`config.mk`:
```
export PLATFORM = sky130hd
export DESIGN_NAME = rts_scheduler
export DESIGN_NICKNAME = d
export VERILOG_FILES = /design/src/logic/rts_pkg.sv /design/src/logic/rts_fifo.sv /design/src/logic/rts_scheduler.sv
export SDC_FILE = /design/constraint.sdc
export NUM_CORES = 1
export LEC_CHECK = 0
export ABC_AREA = 1
export BUFFER_PORTS_ARGS = -buffer_cell sky130_fd_sc_hd__buf_2
export CAP_MARGIN = 20
export CORE_MARGIN = 2
export CORE_UTILIZATION = 60
export CTS_CLUSTER_DIAMETER = 50
export CTS_CLUSTER_SIZE = 40
export DETAILED_ROUTE_END_ITERATION = 10
export PLACE_DENSITY = 0.8
export SLEW_MARGIN = 40
export SYNTH_ARGS = -nofsm -noshare
export SYNTH_HDL_FRONTEND = slang
export SYNTH_SLANG_ARGS = --single-unit
export TNS_END_PERCENT = 10
```
`constraint.sdc`:
```
create_clock -name core_clk_in -period 4.6 [get_ports core_clk_in]
set_input_delay 0.23 -clock core_clk_in [delete_from_list [all_inputs] [get_ports core_clk_in]]
set_output_delay 0.23 -clock core_clk_in [all_outputs]
set_load 0.02 [all_outputs]
```
`src/logic/rts_pkg.sv`:
```
// Package of constants and types for the radio telegram scheduler.
package rts_pkg;

  // ***********************************************************************
  // Timing constants
  // ***********************************************************************
  localparam int unsigned CLK_HZ          = 20000000;
  localparam int unsigned EDIT_HOLD_MS    = 2000;
  localparam int unsigned EDIT_MAX_MS     = 3000;
  localparam int unsigned HOLD_TICK_MS    = 10;
  localparam int unsigned HOLD_TICK_CYC   = (CLK_HZ / 1000) * HOLD_TICK_MS;
  localparam int unsigned EDIT_HOLD_TICKS = EDIT_HOLD_MS / HOLD_TICK_MS;
  localparam int unsigned EDIT_MAX_TICKS  = EDIT_MAX_MS / HOLD_TICK_MS;
  localparam int unsigned INSTALL_MIN     = 60;
  localparam int unsigned INSTALL_SEC     = INSTALL_MIN * 60;
  localparam int unsigned INSTALL_IVL_SEC = 36;
  localparam int unsigned IVL_MIN_SEC     = 10;
  localparam int unsigned IVL_MAX_MIN     = 240;
  localparam int unsigned IVL_MAX_SEC     = IVL_MAX_MIN * 60;
  localparam int unsigned DAY_MINUTES     = 1440;
  localparam int unsigned TZ_OFFSET_MIN   = 60;

  // ***********************************************************************
  // Display positions, reset values and telegram type codes
  // ***********************************************************************
  localparam logic [3:0] MODULE_LOOP      = 4'h6;
  localparam logic [3:0] RADIO_ENTRY      = 4'h2;
  localparam logic [3:0] CRYPT_ENTRY      = 4'h3;
  localparam logic       RADIO_EN_RST     = 1'b0;
  localparam logic       CRYPT_EN_RST     = 1'b0;
  localparam logic [7:0] TG_FMT_DESC      = 8'h01;
  localparam logic [7:0] TG_COMPACT       = 8'h02;
  localparam logic [7:0] TG_SHORT         = 8'h03;
  localparam logic [7:0] TG_LONG          = 8'h04;

  // Radio link modes.
  typedef enum logic [1:0] {
    RTS_MODE_S1 = 2'b00,
    RTS_MODE_T1 = 2'b01,
    RTS_MODE_C1 = 2'b10
  } rts_mode_e;

  // Button state machine.
  typedef enum logic [1:0] {
    RTS_BTN_IDLE = 2'b00,
    RTS_BTN_HOLD = 2'b01,
    RTS_BTN_PEN  = 2'b10,
    RTS_BTN_DONE = 2'b11
  } rts_btn_e;

endpackage : rts_pkg

```
`src/logic/rts_fifo.sv`:
```
// Parameterised synchronous FIFO for outgoing telegram descriptors.
`timescale 1ns/100ps
`default_nettype none
module rts_fifo #(
  parameter int WIDTH = 16,
  parameter int DEPTH = 32
) (
  input  wire logic             core_clk_in,
  input  wire logic             rst_in,
  input  wire logic             wr_valid_in,
  output var  logic             wr_ready_out,
  input  wire logic [WIDTH-1:0] wr_data_in,
  output var  logic             rd_valid_out,
  input  wire logic             rd_ready_in,
  output var  logic [WIDTH-1:0] rd_data_out
);
  localparam int AW = $clog2(DEPTH);

  logic [WIDTH-1:0] mem_r [DEPTH];
  logic [AW:0]      wptr_r;
  logic [AW:0]      rptr_r;
  logic             full;
  logic             empty;
  logic             do_wr;
  logic             do_rd;

  // Full and empty come from pointer comparison with a wrap bit.
  assign full         = (wptr_r[AW] != rptr_r[AW]) && (wptr_r[AW-1:0] == rptr_r[AW-1:0]);
  assign empty        = (wptr_r == rptr_r);
  assign wr_ready_out = !full;
  assign rd_valid_out = !empty;
  assign rd_data_out  = mem_r[rptr_r[AW-1:0]];
  assign do_wr        = wr_valid_in && !full;
  assign do_rd        = rd_ready_in && !empty;

  // Storage write.
  always_ff @(posedge core_clk_in)
  begin
    if (do_wr)
    begin
      mem_r[wptr_r[AW-1:0]] <= wr_data_in;
    end
  end

  // Pointer update.
  always_ff @(posedge core_clk_in)
  begin
    if (rst_in)
    begin
      wptr_r <= '0;
      rptr_r <= '0;
    end
    else
    begin
      if (do_wr)
      begin
        wptr_r <= wptr_r + 1'b1;
      end
      if (do_rd)
      begin
        rptr_r <= rptr_r + 1'b1;
      end
    end
  end
endmodule : rts_fifo
`default_nettype wire

```
`src/logic/rts_scheduler.sv`:
```
// Radio telegram scheduler: activation, installation mode and transmit timing.
`timescale 1ns/100ps
`default_nettype none
module rts_scheduler
  import rts_pkg::*;
#(
  parameter int unsigned HOLD_TICK_CYCLES = HOLD_TICK_CYC,
  parameter int          FIFO_DEPTH       = 32
) (
  input  wire logic        core_clk_in,
  input  wire logic        rst_in,
  input  wire logic        button_in,
  input  wire logic [3:0]  disp_loop_in,
  input  wire logic [3:0]  disp_entry_in,
  input  wire logic        sec_tick_in,
  input  wire logic [10:0] utc_minute_in,
  input  wire logic [2:0]  weekday_in,
  input  wire logic [2:0]  week_of_month_in,
  input  wire logic [3:0]  month_in,
  input  wire logic [4:0]  day_in,
  input  wire logic        cfg_write_in,
  input  wire logic        cfg_radio_en_in,
  input  wire logic        cfg_crypt_en_in,
  input  wire logic [13:0] cfg_interval_sec_in,
  input  wire logic [10:0] cfg_win_start_in,
  input  wire logic [10:0] cfg_win_end_in,
  input  wire logic [6:0]  cfg_weekday_mask_in,
  input  wire logic [2:0]  cfg_weeks_in,
  input  wire logic [11:0] cfg_month_mask_in,
  input  wire logic [4:0]  cfg_act_day_in,
  input  wire logic [3:0]  cfg_act_month_in,
  input  wire logic [1:0]  cfg_mode_in,
  input  wire logic        cfg_sec_mode7_in,
  input  wire logic        cfg_inst_key_in,
  input  wire logic        cfg_long_tg_in,
  input  wire logic        cfg_semimonthly_in,
  input  wire logic        cfg_compact_in,
  input  wire logic        tx_ready_in,
  output logic             tx_valid_out,
  output logic [15:0]      tx_desc_out,
  output logic             radio_enabled_entry_out,
  output logic             crypt_enabled_out,
  output logic             edit_pen_out,
  output logic             triangle_out,
  output logic             install_mode_out,
  output logic             frame_b_out,
  output logic [10:0]      local_minute_out
);

  // ***********************************************************************
  // Input synchroniser and helpers
  // ***********************************************************************
  logic          btn_meta_r;
  logic          btn_sync_r;
  logic          btn_prev_r;
  rts_btn_e      btn_state_r;
  logic [8:0]    hold_ticks_r;
  logic [23:0]   tick_cnt_r;
  logic          tick_pulse;
  logic          radio_en_r;
  logic          crypt_en_r;
  logic          pen_r;
  logic          target_crypt_r;
  logic          commit_radio;
  logic          commit_crypt;
  logic [11:0]   inst_left_r;
  logic [5:0]    inst_ivl_r;
  logic [13:0]   norm_ivl_r;
  logic          fmt_next_r;
  logic          send_req;
  logic          sched_ok;
  logic [13:0]   eff_ivl;
  logic [15:0]   tg_desc;
  logic          fifo_wr_ready;
  logic          fifo_rd_valid;
  logic [15:0]   fifo_rd_data;
  logic [10:0]   local_min;
  logic [10:0]   local_min_r;

  // Adds the fixed standard-time offset and wraps within the day.
  function automatic logic [10:0] add_tz(input logic [10:0] m);
    logic [11:0] s;
    s = {1'b0, m} + 12'(TZ_OFFSET_MIN);
    if (s >= 12'(DAY_MINUTES))
    begin
      s = s - 12'(DAY_MINUTES);
    end
    return s[10:0];
  endfunction : add_tz

  // True when minute m lies in [start, end); a start above end wraps midnight.
  function automatic logic in_window(input logic [10:0] m, input logic [10:0] st,
                                     input logic [10:0] en);
    if (st <= en)
    begin
      return (m >= st) && (m < en);
    end
    return (m >= st) || (m < en);
  endfunction : in_window

  // The button is a pin, so it passes two flops before any logic uses it.
  always_ff @(posedge core_clk_in)
  begin
    if (rst_in)
    begin
      btn_meta_r <= 1'b0;
      btn_sync_r <= 1'b0;
      btn_prev_r <= 1'b0;
    end
    else
    begin
      btn_meta_r <= button_in;
      btn_sync_r <= btn_meta_r;
      btn_prev_r <= btn_sync_r;
    end
  end

  // Hold timing runs on a 10 ms tick to keep the hold counter narrow.
  always_ff @(posedge core_clk_in)
  begin
    if (rst_in || (btn_sync_r && !btn_prev_r) || tick_pulse)
    begin
      tick_cnt_r <= '0;
    end
    else
    begin
      tick_cnt_r <= tick_cnt_r + 1'b1;
    end
  end
  assign tick_pulse = (tick_cnt_r == 24'(HOLD_TICK_CYCLES - 1));

  // ***********************************************************************
  // Button edit sequence
  // ***********************************************************************
  // Short releases fall back to idle with no change; holds past 3 s abort.
  always_ff @(posedge core_clk_in)
  begin
    if (rst_in)
    begin
      btn_state_r    <= RTS_BTN_IDLE;
      hold_ticks_r   <= '0;
      pen_r          <= 1'b0;
      target_crypt_r <= 1'b0;
    end
    else
    begin
      case (btn_state_r)
        RTS_BTN_IDLE:
        begin
          hold_ticks_r <= '0;
          pen_r        <= 1'b0;
          if (btn_sync_r && !btn_prev_r && disp_loop_in == MODULE_LOOP)
          begin
            // Only the "off" entries open an edit; disabling is not offered.
            if (disp_entry_in == RADIO_ENTRY && !radio_en_r)
            begin
              btn_state_r    <= RTS_BTN_HOLD;
              target_crypt_r <= 1'b0;
            end
            else if (disp_entry_in == CRYPT_ENTRY && !crypt_en_r)
            begin
              btn_state_r    <= RTS_BTN_HOLD;
              target_crypt_r <= 1'b1;
            end
          end
        end
        RTS_BTN_HOLD:
        begin
          if (!btn_sync_r)
          begin
            btn_state_r <= RTS_BTN_IDLE;
          end
          else if (tick_pulse)
          begin
            hold_ticks_r <= hold_ticks_r + 1'b1;
            if (hold_ticks_r == 9'(EDIT_HOLD_TICKS - 1))
            begin
              btn_state_r <= RTS_BTN_PEN;
              pen_r       <= 1'b1;
            end
          end
        end
        RTS_BTN_PEN:
        begin
          if (!btn_sync_r)
          begin
            btn_state_r <= RTS_BTN_IDLE;
            pen_r       <= 1'b0;
          end
          else if (tick_pulse)
          begin
            hold_ticks_r <= hold_ticks_r + 1'b1;
            if (hold_ticks_r == 9'(EDIT_MAX_TICKS - 1))
            begin
              btn_state_r <= RTS_BTN_DONE;
              pen_r       <= 1'b0;
            end
          end
        end
        RTS_BTN_DONE:
        begin
          // Held too long: wait for release without committing.
          if (!btn_sync_r)
          begin
            btn_state_r <= RTS_BTN_IDLE;
          end
        end
        default:
        begin
          btn_state_r <= RTS_BTN_IDLE;
        end
      endcase
    end
  end

  // Release while the pen is shown commits the pending edit.
  assign commit_radio = (btn_state_r == RTS_BTN_PEN) && !btn_sync_r && !target_crypt_r;
  assign commit_crypt = (btn_state_r == RTS_BTN_PEN) && !btn_sync_r && target_crypt_r;

  // ***********************************************************************
  // Enable flags
  // ***********************************************************************
  // Software may set or clear; the button can only set.
  always_ff @(posedge core_clk_in)
  begin
    if (rst_in)
    begin
      radio_en_r <= RADIO_EN_RST;
      crypt_en_r <= CRYPT_EN_RST;
    end
    else
    begin
      if (commit_radio)
      begin
        radio_en_r <= 1'b1;
      end
      else if (cfg_write_in)
      begin
        radio_en_r <= cfg_radio_en_in;
      end
      if (commit_crypt)
      begin
        crypt_en_r <= 1'b1;
      end
      else if (cfg_write_in)
      begin
        crypt_en_r <= cfg_crypt_en_in;
      end
    end
  end

  // ***********************************************************************
  // Installation mode and interval timing
  // ***********************************************************************
  // With the radio staying or turning on, any activation or parameter write restarts the 60 minute window.
  always_ff @(posedge core_clk_in)
  begin
    if (rst_in || !(radio_en_r || commit_radio || (cfg_write_in && cfg_radio_en_in)))
    begin
      inst_left_r <= '0;
    end
    else if (commit_radio || commit_crypt || cfg_write_in)
    begin
      inst_left_r <= 12'(INSTALL_SEC);
    end
    else if (sec_tick_in && inst_left_r != '0)
    begin
      inst_left_r <= inst_left_r - 1'b1;
    end
  end

  // Clamp the interval into its legal range.
  assign eff_ivl = (cfg_interval_sec_in < 14'(IVL_MIN_SEC)) ? 14'(IVL_MIN_SEC) :
                   (cfg_interval_sec_in > 14'(IVL_MAX_SEC)) ? 14'(IVL_MAX_SEC) :
                   cfg_interval_sec_in;

  assign local_min = add_tz(utc_minute_in);

  // All calendar conditions must hold together for a regular telegram.
  assign sched_ok = in_window(local_min, cfg_win_start_in, cfg_win_end_in)
                 && cfg_weekday_mask_in[weekday_in]
                 && ((cfg_weeks_in >= 3'd4) || (week_of_month_in < cfg_weeks_in))
                 && cfg_month_mask_in[month_in - 4'd1]
                 && ((month_in > cfg_act_month_in) ||
                     (month_in == cfg_act_month_in && day_in >= cfg_act_day_in));

  // Interval counters; a request fires when a countdown reaches zero.
  always_ff @(posedge core_clk_in)
  begin
    if (rst_in || !radio_en_r)
    begin
      inst_ivl_r <= '0;
      norm_ivl_r <= '0;
    end
    else if (sec_tick_in)
    begin
      inst_ivl_r <= (inst_ivl_r == '0) ? 6'(INSTALL_IVL_SEC - 1) : inst_ivl_r - 1'b1;
      norm_ivl_r <= (norm_ivl_r == '0) ? eff_ivl - 1'b1 : norm_ivl_r - 1'b1;
    end
  end

  assign send_req = radio_en_r && sec_tick_in && fifo_wr_ready &&
                    ((inst_left_r != '0) ? (inst_ivl_r == '0)
                                         : (norm_ivl_r == '0 && sched_ok));

  // Compact mode alternates format and compact only while installing.
  always_ff @(posedge core_clk_in)
  begin
    if (rst_in || inst_left_r == '0)
    begin
      fmt_next_r <= 1'b1;
    end
    else if (send_req)
    begin
      fmt_next_r <= !fmt_next_r;
    end
  end

  // Descriptor: type, security, key, stored-value set, mode and frame.
  always_comb
  begin
    tg_desc = '0;
    if (cfg_compact_in)
    begin
      tg_desc[7:0] = (inst_left_r != '0 && fmt_next_r) ? TG_FMT_DESC : TG_COMPACT;
    end
    else
    begin
      tg_desc[7:0] = cfg_long_tg_in ? TG_LONG : TG_SHORT;
    end
    tg_desc[8]     = cfg_semimonthly_in;
    tg_desc[9]     = crypt_en_r;
    tg_desc[10]    = cfg_sec_mode7_in;
    tg_desc[11]    = cfg_inst_key_in;
    tg_desc[13:12] = cfg_mode_in;
    tg_desc[14]    = (cfg_mode_in == RTS_MODE_C1);
  end

  // ***********************************************************************
  // Outgoing telegram queue
  // ***********************************************************************
  rts_fifo #(
    .WIDTH (16),
    .DEPTH (FIFO_DEPTH)
  ) u_fifo (
    .core_clk_in  (core_clk_in),
    .rst_in       (rst_in),
    .wr_valid_in  (send_req),
    .wr_ready_out (fifo_wr_ready),
    .wr_data_in   (tg_desc),
    .rd_valid_out (fifo_rd_valid),
    .rd_ready_in  (tx_ready_in && !tx_valid_out),
    .rd_data_out  (fifo_rd_data)
  );

  // Registered output stage; one descriptor held until the radio takes it.
  always_ff @(posedge core_clk_in)
  begin
    if (rst_in)
    begin
      tx_valid_out <= 1'b0;
      tx_desc_out  <= '0;
    end
    else if (!tx_valid_out && fifo_rd_valid && tx_ready_in)
    begin
      tx_valid_out <= 1'b1;
      tx_desc_out  <= fifo_rd_data;
    end
    else if (tx_valid_out && tx_ready_in)
    begin
      tx_valid_out <= 1'b0;
    end
  end

  // Registered status outputs.
  always_ff @(posedge core_clk_in)
  begin
    if (rst_in)
    begin
      radio_enabled_entry_out <= 1'b0;
      crypt_enabled_out       <= 1'b0;
      edit_pen_out            <= 1'b0;
      triangle_out            <= 1'b0;
      install_mode_out        <= 1'b0;
      frame_b_out             <= 1'b0;
      local_min_r             <= '0;
    end
    else
    begin
      radio_enabled_entry_out <= radio_en_r;
      crypt_enabled_out       <= crypt_en_r;
      edit_pen_out            <= pen_r;
      triangle_out            <= radio_en_r;
      install_mode_out        <= (inst_left_r != '0);
      frame_b_out             <= (cfg_mode_in == RTS_MODE_C1);
      local_min_r             <= local_min;
    end
  end
  assign local_minute_out = local_min_r;

endmodule : rts_scheduler
`default_nettype wire

```
==> summary.md, run 1 <==
Across the whole layout, storage elements account for 11,900 um^2. The area growth from synthesis to layout is 13.3%. The number of DRC violations after detailed routing came out at 0. The kind of end point of the critical path was a flip-flop. The logs give 0.54 ns for the source-to-sink clock delay at the later pin of the worst-skew pair and 3 for the deepest clock path buffer count. Together, buffers and inverters on the worst path number 5. For met1 alone, demand over resource in global routing was 39.6%. Averaged over all synthesized cells, the footprint is 9.80 um^2. Setup total negative slack on the finished layout was measured at 0 ns. The minimum hold slack is 0.0489 ns. Clock-pin slew was measured on the worst setup and hold paths at 0.08 ns. Clock tree synthesis found a total of 434 sinks. For the worst setup path, the data required time is 4.84 ns. The tools report the fmax as 235 MHz. The row count was 67; the number of DRC markers after the initial detailed-route iteration was 2,074.

The clock arrives with 0.0239 ns of skew. In this run the count of I/O pins placed on the die edge is 150. By instance count, the cell type seen most on the critical path is sky130_fd_sc_hd__nand2_1. The quantity of I/O buffers inserted on ports is 143.

The congestion estimate from routability-driven global placement came to 0.933. Of all nets on the critical path, the largest fanout is 10. The total wire length after detailed routing was 53.1 mm. From bottom edge to top edge, the die measures 188 um. Yosys printed 0 warnings. Global routing consumed, on the met2 layer, 48.9% of the routing resources. Per-cell routed wire length: 19.7 um. The filler cell count was 2,425.

The synthesized area was 20,200 um^2; the total via count in the routed design was 16,300. After synthesis the netlist holds a flip-flop and latch count of 434. The number of max-capacitance violations reported was 0; the initial antenna violation count was 0. On the critical path the largest part of the delay comes from simple AND/OR/NAND/NOR gates. The slowest stage of the critical path is the sky130_fd_sc_hd__dlygate4sd3_1 cell.

In the finished design, the share of the clock period the worst path needs comes to 92.5%. In this run the power density over the cells is 462 nW/um^2. The total count of hold-check failures in the final report is 0, and the global-route wire length before repair is 81.9 mm. The number of library cell types mapped by synthesis is 58, and the starting utilization of the core area is 60.7%. For the overall track demand over capacity in global routing, the log shows 29.6%. The global routing's busiest layer was met2. Dividing the detail-routed via count by the number of cells gives 6.05. Counting every instance in the synthesized netlist gives 2,065. Global routing consumed, on the met3 layer, 4.60% of the routing resources. The critical path is of the in2reg type. For the number of nets in the layout, the log shows 2,397. Entering global routing, the biggest net connects 101 pins.

The floorplan step defined a die boundary enclosing 35,200 um^2. On the worst path, the slowest cell contributes a delay of 0.54 ns. Clock buffer count from CTS: 36. The path category of the worst min-delay check is in2reg.

Final critical delay including setup and external delays: 4.25 ns. The run finished with clean final reports. The leftover overflow at the end of global routing is 0, and the sequential element share of the synthesized area is 58.8%.

The wire-length estimate of the detail-placed layout is 35.3 mm. The kind of launch point of the worst setup path is an input pin. The first TritonRoute pass finished after 6 iterations. Clock tree synthesis selected as its root buffer the cell sky130_fd_sc_hd__clkbuf_16. The maximum vdd drop is 0.305 mV. In the layout the commonest cells are sky130_fd_sc_hd__nor2_1, sky130_fd_sc_hd__edfxtp_1, sky130_fd_sc_hd__nand2_1, sky130_fd_sc_hd__o21ai_0, sky130_fd_sc_hd__inv_1. The data arrival time at the worst-slack endpoint is 4.50 ns. The number of antenna diodes in the final layout is 0. For the post-CTS setup-driven buffer insertion count, the log shows 0. The most common library cell in the layout ignoring fill and taps was sky130_fd_sc_hd__nor2_1. Headroom to the max-slew limit came out at 41.9%. The tools report the number of pins with negative max-slew slack in the final report as 0. In this run the number of H-tree levels came out at 2. The analysis attributes to cell leakage a power of 9.01 nW. In this run the remaining antenna-violating nets after routing total 0.

The total setup violations reported at the end of the flow is 0, and the layout cell share with drive strength beyond 1 is 15.4%. Measured along the x axis, the die boundary spans 188 um. TritonCTS built the clock tree. For the pin with the worst max-slew slack, the measured transition is 0.871 ns. The logs give 15,400 for the via count of the first global-routing pass and 33,400 um^2 for the total core area.

In the final layout, the multi-input gates occupy 7280 um^2.
[where the power goes]
group,total (mW),switching (mW),internal (mW)
registers,4.43,0.0761,4.36
logic,2.95,2.11,0.841
clock network,3.21,1.57,1.64
[path summary, 6_finish.rpt]
check,startpoint,cells after the start,slack [ns],endpoint
worst max register to register,u_fifo.rptr_r[4],10,1.72,u_fifo.mem_r[25][4]
worst max-delay path,utc_minute_in[2],28,0.35,u_fifo.mem_r[25][4]
worst min register to register,btn_meta_r,2,0.42,btn_sync_r
worst min-delay path,cfg_write_in,3,0.05,crypt_en_r
[per-layer routing]
metal	vias up	part of all wire, %
li1	7475	-
met1	7535	38
met2	1104	46
met3	178	11
met4	0	4.5
met5	-	0
[cell type report]
| class | instances | share of cell area (%) |
|---|---|---|
| inverter | 195 | 3.21 |
| sequential | 434 | 51.9 |
| clock buffer | 38 | 4.05 |
| tap | 448 | 2.44 |
| multi-input combinational | 1354 | 31.7 |
| clock inverter | 25 | 1.33 |
| timing repair buffer | 198 | 5.32 |
[per-stage QoR]
stage	power, mW	setup WS, ns	cells	cell area [um^2]	util [%]
floorplan	6.45	0.871	2070	20300	-
global placement	7.27	0.533	2620	21500	64.5
detailed placement	7.36	0.354	2622	21600	64.7
CTS	10.5	0.330	2691	22900	68.6
global route	11.0	-0.0159	2692	22900	68.7
finish	10.6	0.346	2692	22900	68.7
[sequential cells by signal, indices dropped and copies added, names as in the netlist, 6 cells and up]
| name | cells |
|---|---|
| local_minute_out | 11 |
| inst_left_r | 12 |
| tick_cnt_r | 24 |
| tx_desc_out | 10 |
| u_fifo.wptr_r | 6 |
| norm_ivl_r | 14 |
| hold_ticks_r | 9 |
| inst_ivl_r | 6 |
| u_fifo.mem_r | 320 |
| u_fifo.rptr_r | 6 |
[tightest hold or removal path: cells and delay by family]
family                 cells  cell delay (ns)
AOI/OAI and AO/OA          2             0.18
buffers and inverters      1             0.13
[cells by family (layout without fill, tap and decap cells)]
kind of cell / count (synthesis) / after routing / synth area share (%)
simple gates: 844 / 844 / 19.0
buf+inv: 282 / 456 / 5.51
flops: 434 / 434 / 58.8
other cells: 1 / 6 / 0.0185
fa+ha+maj: 62 / 62 / 3.83
compound gates: 416 / 416 / 11.8
xor+xnor: 26 / 26 / 1.13
[cell usage after synthesis (all sizes together)]
master / instances / area, um^2
conb: 1 / 3.75
o221a: 1 / 11.3
buf: 27 / 156
nand4: 49 / 319
and2: 4 / 27.5
a31o: 1 / 8.76
or2: 8 / 50.1
nor3: 23 / 160
a41oi: 1 / 8.76
ha: 62 / 776
a211oi: 4 / 30.0
nor3b: 2 / 20.0
o21a: 6 / 45.0
o221ai: 32 / 280
a21o: 3 / 22.5
nor4: 5 / 31.3
edfxtp: 320 / 9610
clkinv: 3 / 11.3
xnor2: 6 / 52.6
a221oi: 1 / 15.0
o211ai: 10 / 75.1
nand3: 98 / 566
o2111ai: 1 / 8.76
nor2: 352 / 1420
o22ai: 50 / 313
xor2: 20 / 175
dfxtp: 114 / 2280
o311a: 1 / 10.0
clkbuf: 60 / 225
o31ai: 2 / 15.0
nand3b: 2 / 15.0
inv: 192 / 723
a21oi: 83 / 419
o21ai: 213 / 1070
nand2: 301 / 1230
a31oi: 7 / 50.1
[what timing repair did]
item                                   CTS  global route
resized for setup                        0             5
setup endpoints to repair                0           320
endpoints found under the hold margin    6             0
hold buffers                             6             0
Power figures use the tool's default switching activity.
==> run 2: changes to the inputs <==
--- a/config.mk
+++ b/config.mk
@@ -13,9 +13,11 @@
 export CTS_CLUSTER_DIAMETER = 50
 export CTS_CLUSTER_SIZE = 40
 export DETAILED_ROUTE_END_ITERATION = 10
-export PLACE_DENSITY = 0.8
+export PLACE_DENSITY = 0.78
+export REMOVE_ABC_BUFFERS = 1
 export SLEW_MARGIN = 40
 export SYNTH_ARGS = -nofsm -noshare
 export SYNTH_HDL_FRONTEND = slang
+export SYNTH_HIERARCHICAL = 1
 export SYNTH_SLANG_ARGS = --single-unit
 export TNS_END_PERCENT = 10
==> run 2 against run 1 <==
  * Synthesized cell count increased by 42%
  * Power is 42% higher
  * Via count increased by 36%
  * Die area up 42%
  * Hold slack worse by 0.0096 ns
  * Final area grew 46%
  * Critical path depth shrank 1
  * Clock skew increased by 0.010 ns
  * Sequential share of layout area is 1.7 points higher
  * Critical path type unchanged
  * Largest cell class unchanged
==> summary.md, run 2 <==
The width of the chip was 224 um (+19%); the total via count in the routed design was 22,100 (+36%). The largest total area in the synthesized netlist belongs to sky130_fd_sc_hd__edfxtp_1. For the number of DRC violations after detailed routing, the log shows 0 (unchanged). The number of warnings printed during yosys synthesis was 6 (+6).

TritonCTS built the clock tree. The number of ports placed on the die boundary is 150 (unchanged). The tools report the number of iterations in the first detailed-routing pass as 8 (+2). The area of the die was 50,000 um^2 (+42%); the power density normalized to cell area was 450 nW/um^2 (-2.6%).

The final critical delay including setup and external delays works out to 4.36 ns (+0.103 ns). The layout cell share with drive strength beyond 1 was 12.8% (-2.6 points); the deepest clock path buffer count was 3 (unchanged). Overall track demand over capacity in global routing: 28.8% (-0.89 points).

Number of DRC markers after the initial detailed-route iteration: 2,641 (+27%). The initial antenna violation count was 0 (unchanged); the source-to-sink clock delay at the later pin of the worst-skew pair was 0.63 ns (+0.09 ns). The library cell used most frequently in the layout, excluding fill and tap cells, is sky130_fd_sc_hd__nand2_1. The tools report the number of max-capacitance violations reported as 0 (unchanged). Cell type of the slowest stage on the worst timing path: sky130_fd_sc_hd__dlygate4sd3_1. The tightest min-delay check is of the in2reg type.

The run gives 5.15 mW (+37%) as the switching power. The logs give 637 (+47%) for the total number of clock tree sinks and 13.4 nW (+49%) for the total leakage power. The sequential element share of the synthesized area is 61.7% (+3.0 points). Yosys instantiated no cell more often than sky130_fd_sc_hd__nand2_1. Kind of critical path: in2reg. Relative to the synthesized area, the layout overhead comes to 15.4%. For the minimum hold slack, the log shows 0.0393 ns (-0.00956 ns).

For the post-detailed-placement half-perimeter wirelength, the log shows 48.0 mm (+36%). Top flip-flop cell by instance count after synthesis: sky130_fd_sc_hd__edfxtp_1. The starting utilization of the core area was 60.8% (+0.11 points). The logs give 45.3% (+3.4 points) for the relative slew slack and 43.5% (+1.7 points) for the sequential cell fraction of total power. The quantity of I/O buffers inserted on ports came out at 149 (+4.2%). The total count of hold-check failures in the final report came out at 0 (unchanged).

The count of flip-flops with a built-in enable after synthesis is 512 (+60%). The run gives 0.925 (-0.91%) as the final RePlAce weighted congestion. The run gives 9.88 mW (+45%) as the internal power summed over all cells. The number of pins with negative max-slew slack in the final report is 0 (unchanged).

The tools report the total setup violations reported at the end of the flow as 0 (unchanged). Final design utilization: 70.1% (+1.4 points). The minimum setup slack after placement is -0.173 ns (-0.527 ns), and the critical path required time is 4.93 ns (+0.09 ns). The final instance area was 33,400 um^2 (+46%); the floorplan die height was 224 um (+19%).

The highest cell delay on the worst timing path came out at 0.54 ns (about the same). Counting stages on the worst path, the most repeated cell is sky130_fd_sc_hd__nand2_1. The post-route clock skew is 0.0339 ns (+0.0100 ns).

The run gives 59 (+1.7%) as the number of library cell types mapped by synthesis. For the clock power share, the log shows 31.6% (+1.3 points). Leaving out fill and tap cells, the most frequent cells in the layout are sky130_fd_sc_hd__nand2_1, sky130_fd_sc_hd__edfxtp_1, sky130_fd_sc_hd__nand3_1, sky130_fd_sc_hd__conb_1, sky130_fd_sc_hd__inv_1.

The area fraction of the dominant cell type after synthesis is 53.1% (+5.6 points), and the filler cell count is 3,501 (+44%). The relative contribution of combinational cells to total power came out at 24.9% (-3.0 points). For the pin count of the biggest net entering global routing, the log shows 148 (+47%). The worst setup path is captured at a flip-flop. Ranked by total cell area, the synthesized netlist is headed by sky130_fd_sc_hd__edfxtp_1, sky130_fd_sc_hd__nand2_1, sky130_fd_sc_hd__nand3_1. The area of placed instances was 31,400 um^2 (+45%).

The total wire length after detailed routing is 72.5 mm (+37%). The tools report the smallest setup slack after layout as 0.244 ns (-0.103 ns). Fmax: 230 MHz (-2.4%). The run gives 0 (unchanged) as the diode insertion count for antenna repair.

The switching power as a share of total power was 34.3% (-1.2 points). The highest net fanout along the worst path is 12 (+2), and the average instance area after synthesis is 9.87 um^2 (+0.75%). The synthesized area is 29,000 um^2 (+43%). For the global-route wire length before repair, the log shows 111 mm (+36%). The final worst-path cycle share works out to 94.7% (+2.2 points).

The logs give 4.68 ns (+0.18 ns) for the data arrival time at the worst-slack endpoint and 47,600 um^2 (+43%) for the total core area. The total negative setup slack is 0 ns (unchanged). The flow ran to the end, and the final reports show no timing, DRC or antenna violations. The run gives 0.403 mV (+32%) as the maximum vdd drop. The tools report the clock buffer count from CTS as 49 (+36%). The tools report the via count of the first global-routing pass as 20,800 (+35%). The post-route antenna net violation count is 0 (unchanged).

The leftover overflow at the end of global routing is 0 (unchanged), and the row count is 80 (+19%). The vias per cell came out at 5.63 (-7.0%). The actual slew at the worst max-slew pin works out to 0.816 ns (-0.0551 ns). The register bit total from synthesis was 637 (+47%); the number of nets in the layout was 3,453 (+44%). Number of buffers and inverters on the critical path: 7 (+2). The cell sitting at the root of the clock tree is a sky130_fd_sc_hd__clkbuf_16.

The number of flip-flops under the largest register name works out to 512 (+60%). The share of synthesized flip-flops with an asynchronous set or reset is 0% (unchanged), and the gate count of the mapped netlist is 2,932 (+42%). The per-cell routed wire length works out to 18.5 um (-6.5%).

The clock slew seen by the registers of the worst setup and hold paths was 0.07 ns (about the same). Family of cells with the greatest summed delay on the critical path: simple AND/OR/NAND/NOR gates. The kind of launch point of the worst setup path is an input pin.

The H-tree depth reported by CTS was 2 (unchanged). The commonest cells after synthesis are sky130_fd_sc_hd__nand2_1, sky130_fd_sc_hd__edfxtp_1, sky130_fd_sc_hd__nand3_1, sky130_fd_sc_hd__inv_1, sky130_fd_sc_hd__nor2_1.
-- run 2: cell types whose count changed after synthesis, sizes merged, moves of 14 or more --
cell and change:
inv +14, clkbuf -38, o221ai -32, buf +84, nand2 +600, o21ai -169, nor2 -189, nand3 +418
nand4 -28, o22ai -50, nor3 +31, edfxtp +192
-- run 2: cells by family (layout without fill, tap and decap cells) --
group,Yosys count,in the layout,synth area share (%)
buffers and inverters,343,536,5.60
XOR/XNOR,26,26,0.864
other,1,192,0.0130
adder cells (fa/ha/maj),62,62,2.68
AO/OA/AOI/OAI,168,168,3.24
AND/OR/NAND/NOR,1695,1695,25.9
flip-flops,637,637,61.7
-- run 2: layer usage --
metal	GRT usage [%]	up-vias	wire, um
met2	45.8	1077	34100
met1	39.5	10400	28900
met3	6.09	161	7110
met4	10.2	0	2490
li1	-	10500	-
met5	0	-	0
-- run 2: path summary, 6_finish.rpt --
check	start	to	slack [ns]	cells past startpoint
setup / recovery	utc_minute_in[4]	u_fifo/mem_r[21][6]	0.24	27
hold / removal	disp_loop_in[3]	target_crypt_r	0.04	4
setup reg to reg	norm_ivl_r[4]	u_fifo/mem_r[21][6]	1.42	14
hold reg to reg	btn_meta_r	btn_sync_r	0.41	2
-- run 2: layout make-up --
| type | instances | area (um^2) | area share [%] |
|---|---|---|---|
| timing repair buffer | 234 | 1760 | 5.26 |
| sequential | 637 | 17900 | 53.6 |
| multi-input combinational | 2143 | 10300 | 31.0 |
| tap | 615 | 769 | 2.30 |
| clock buffer | 53 | 1300 | 3.90 |
| clock inverter | 39 | 538 | 1.61 |
| inverter | 210 | 803 | 2.41 |
-- run 2: repair_timing --
item / 4_1_cts / 5_1_grt
gates resized for setup: 0 / 15
hold buffers: 12 / 0
endpoints found under the hold margin: 11 / 0
buffers inserted: 0 / 1
setup endpoints to repair: 0 / 513
-- run 2: stage by stage --
step,cells,power [mW]
CTS,3929,15.0
finish,3931,15.0
detailed placement,3825,10.3
floorplan,2990,9.11
global placement,3821,10.2
global route,3931,15.7
-- run 2: power by group through the flow --
stage	Sequential, mW	Clock (mW)	Combinational, mW
after floorplan	6.83	0	2.28
after global routing	6.55	5.02	4.09
after detailed placement	6.67	0	3.62
final	6.54	4.76	3.74
after CTS	6.54	4.82	3.65
after global placement	6.66	0	3.51
-- run 2: worst min-delay path, delay by kind of cell --
| kind | cells | cell delay, ns |
|---|---|---|
| buf+inv | 1 | 0.08 |
| compound gates | 1 | 0.15 |
| simple gates | 2 | 0.15 |
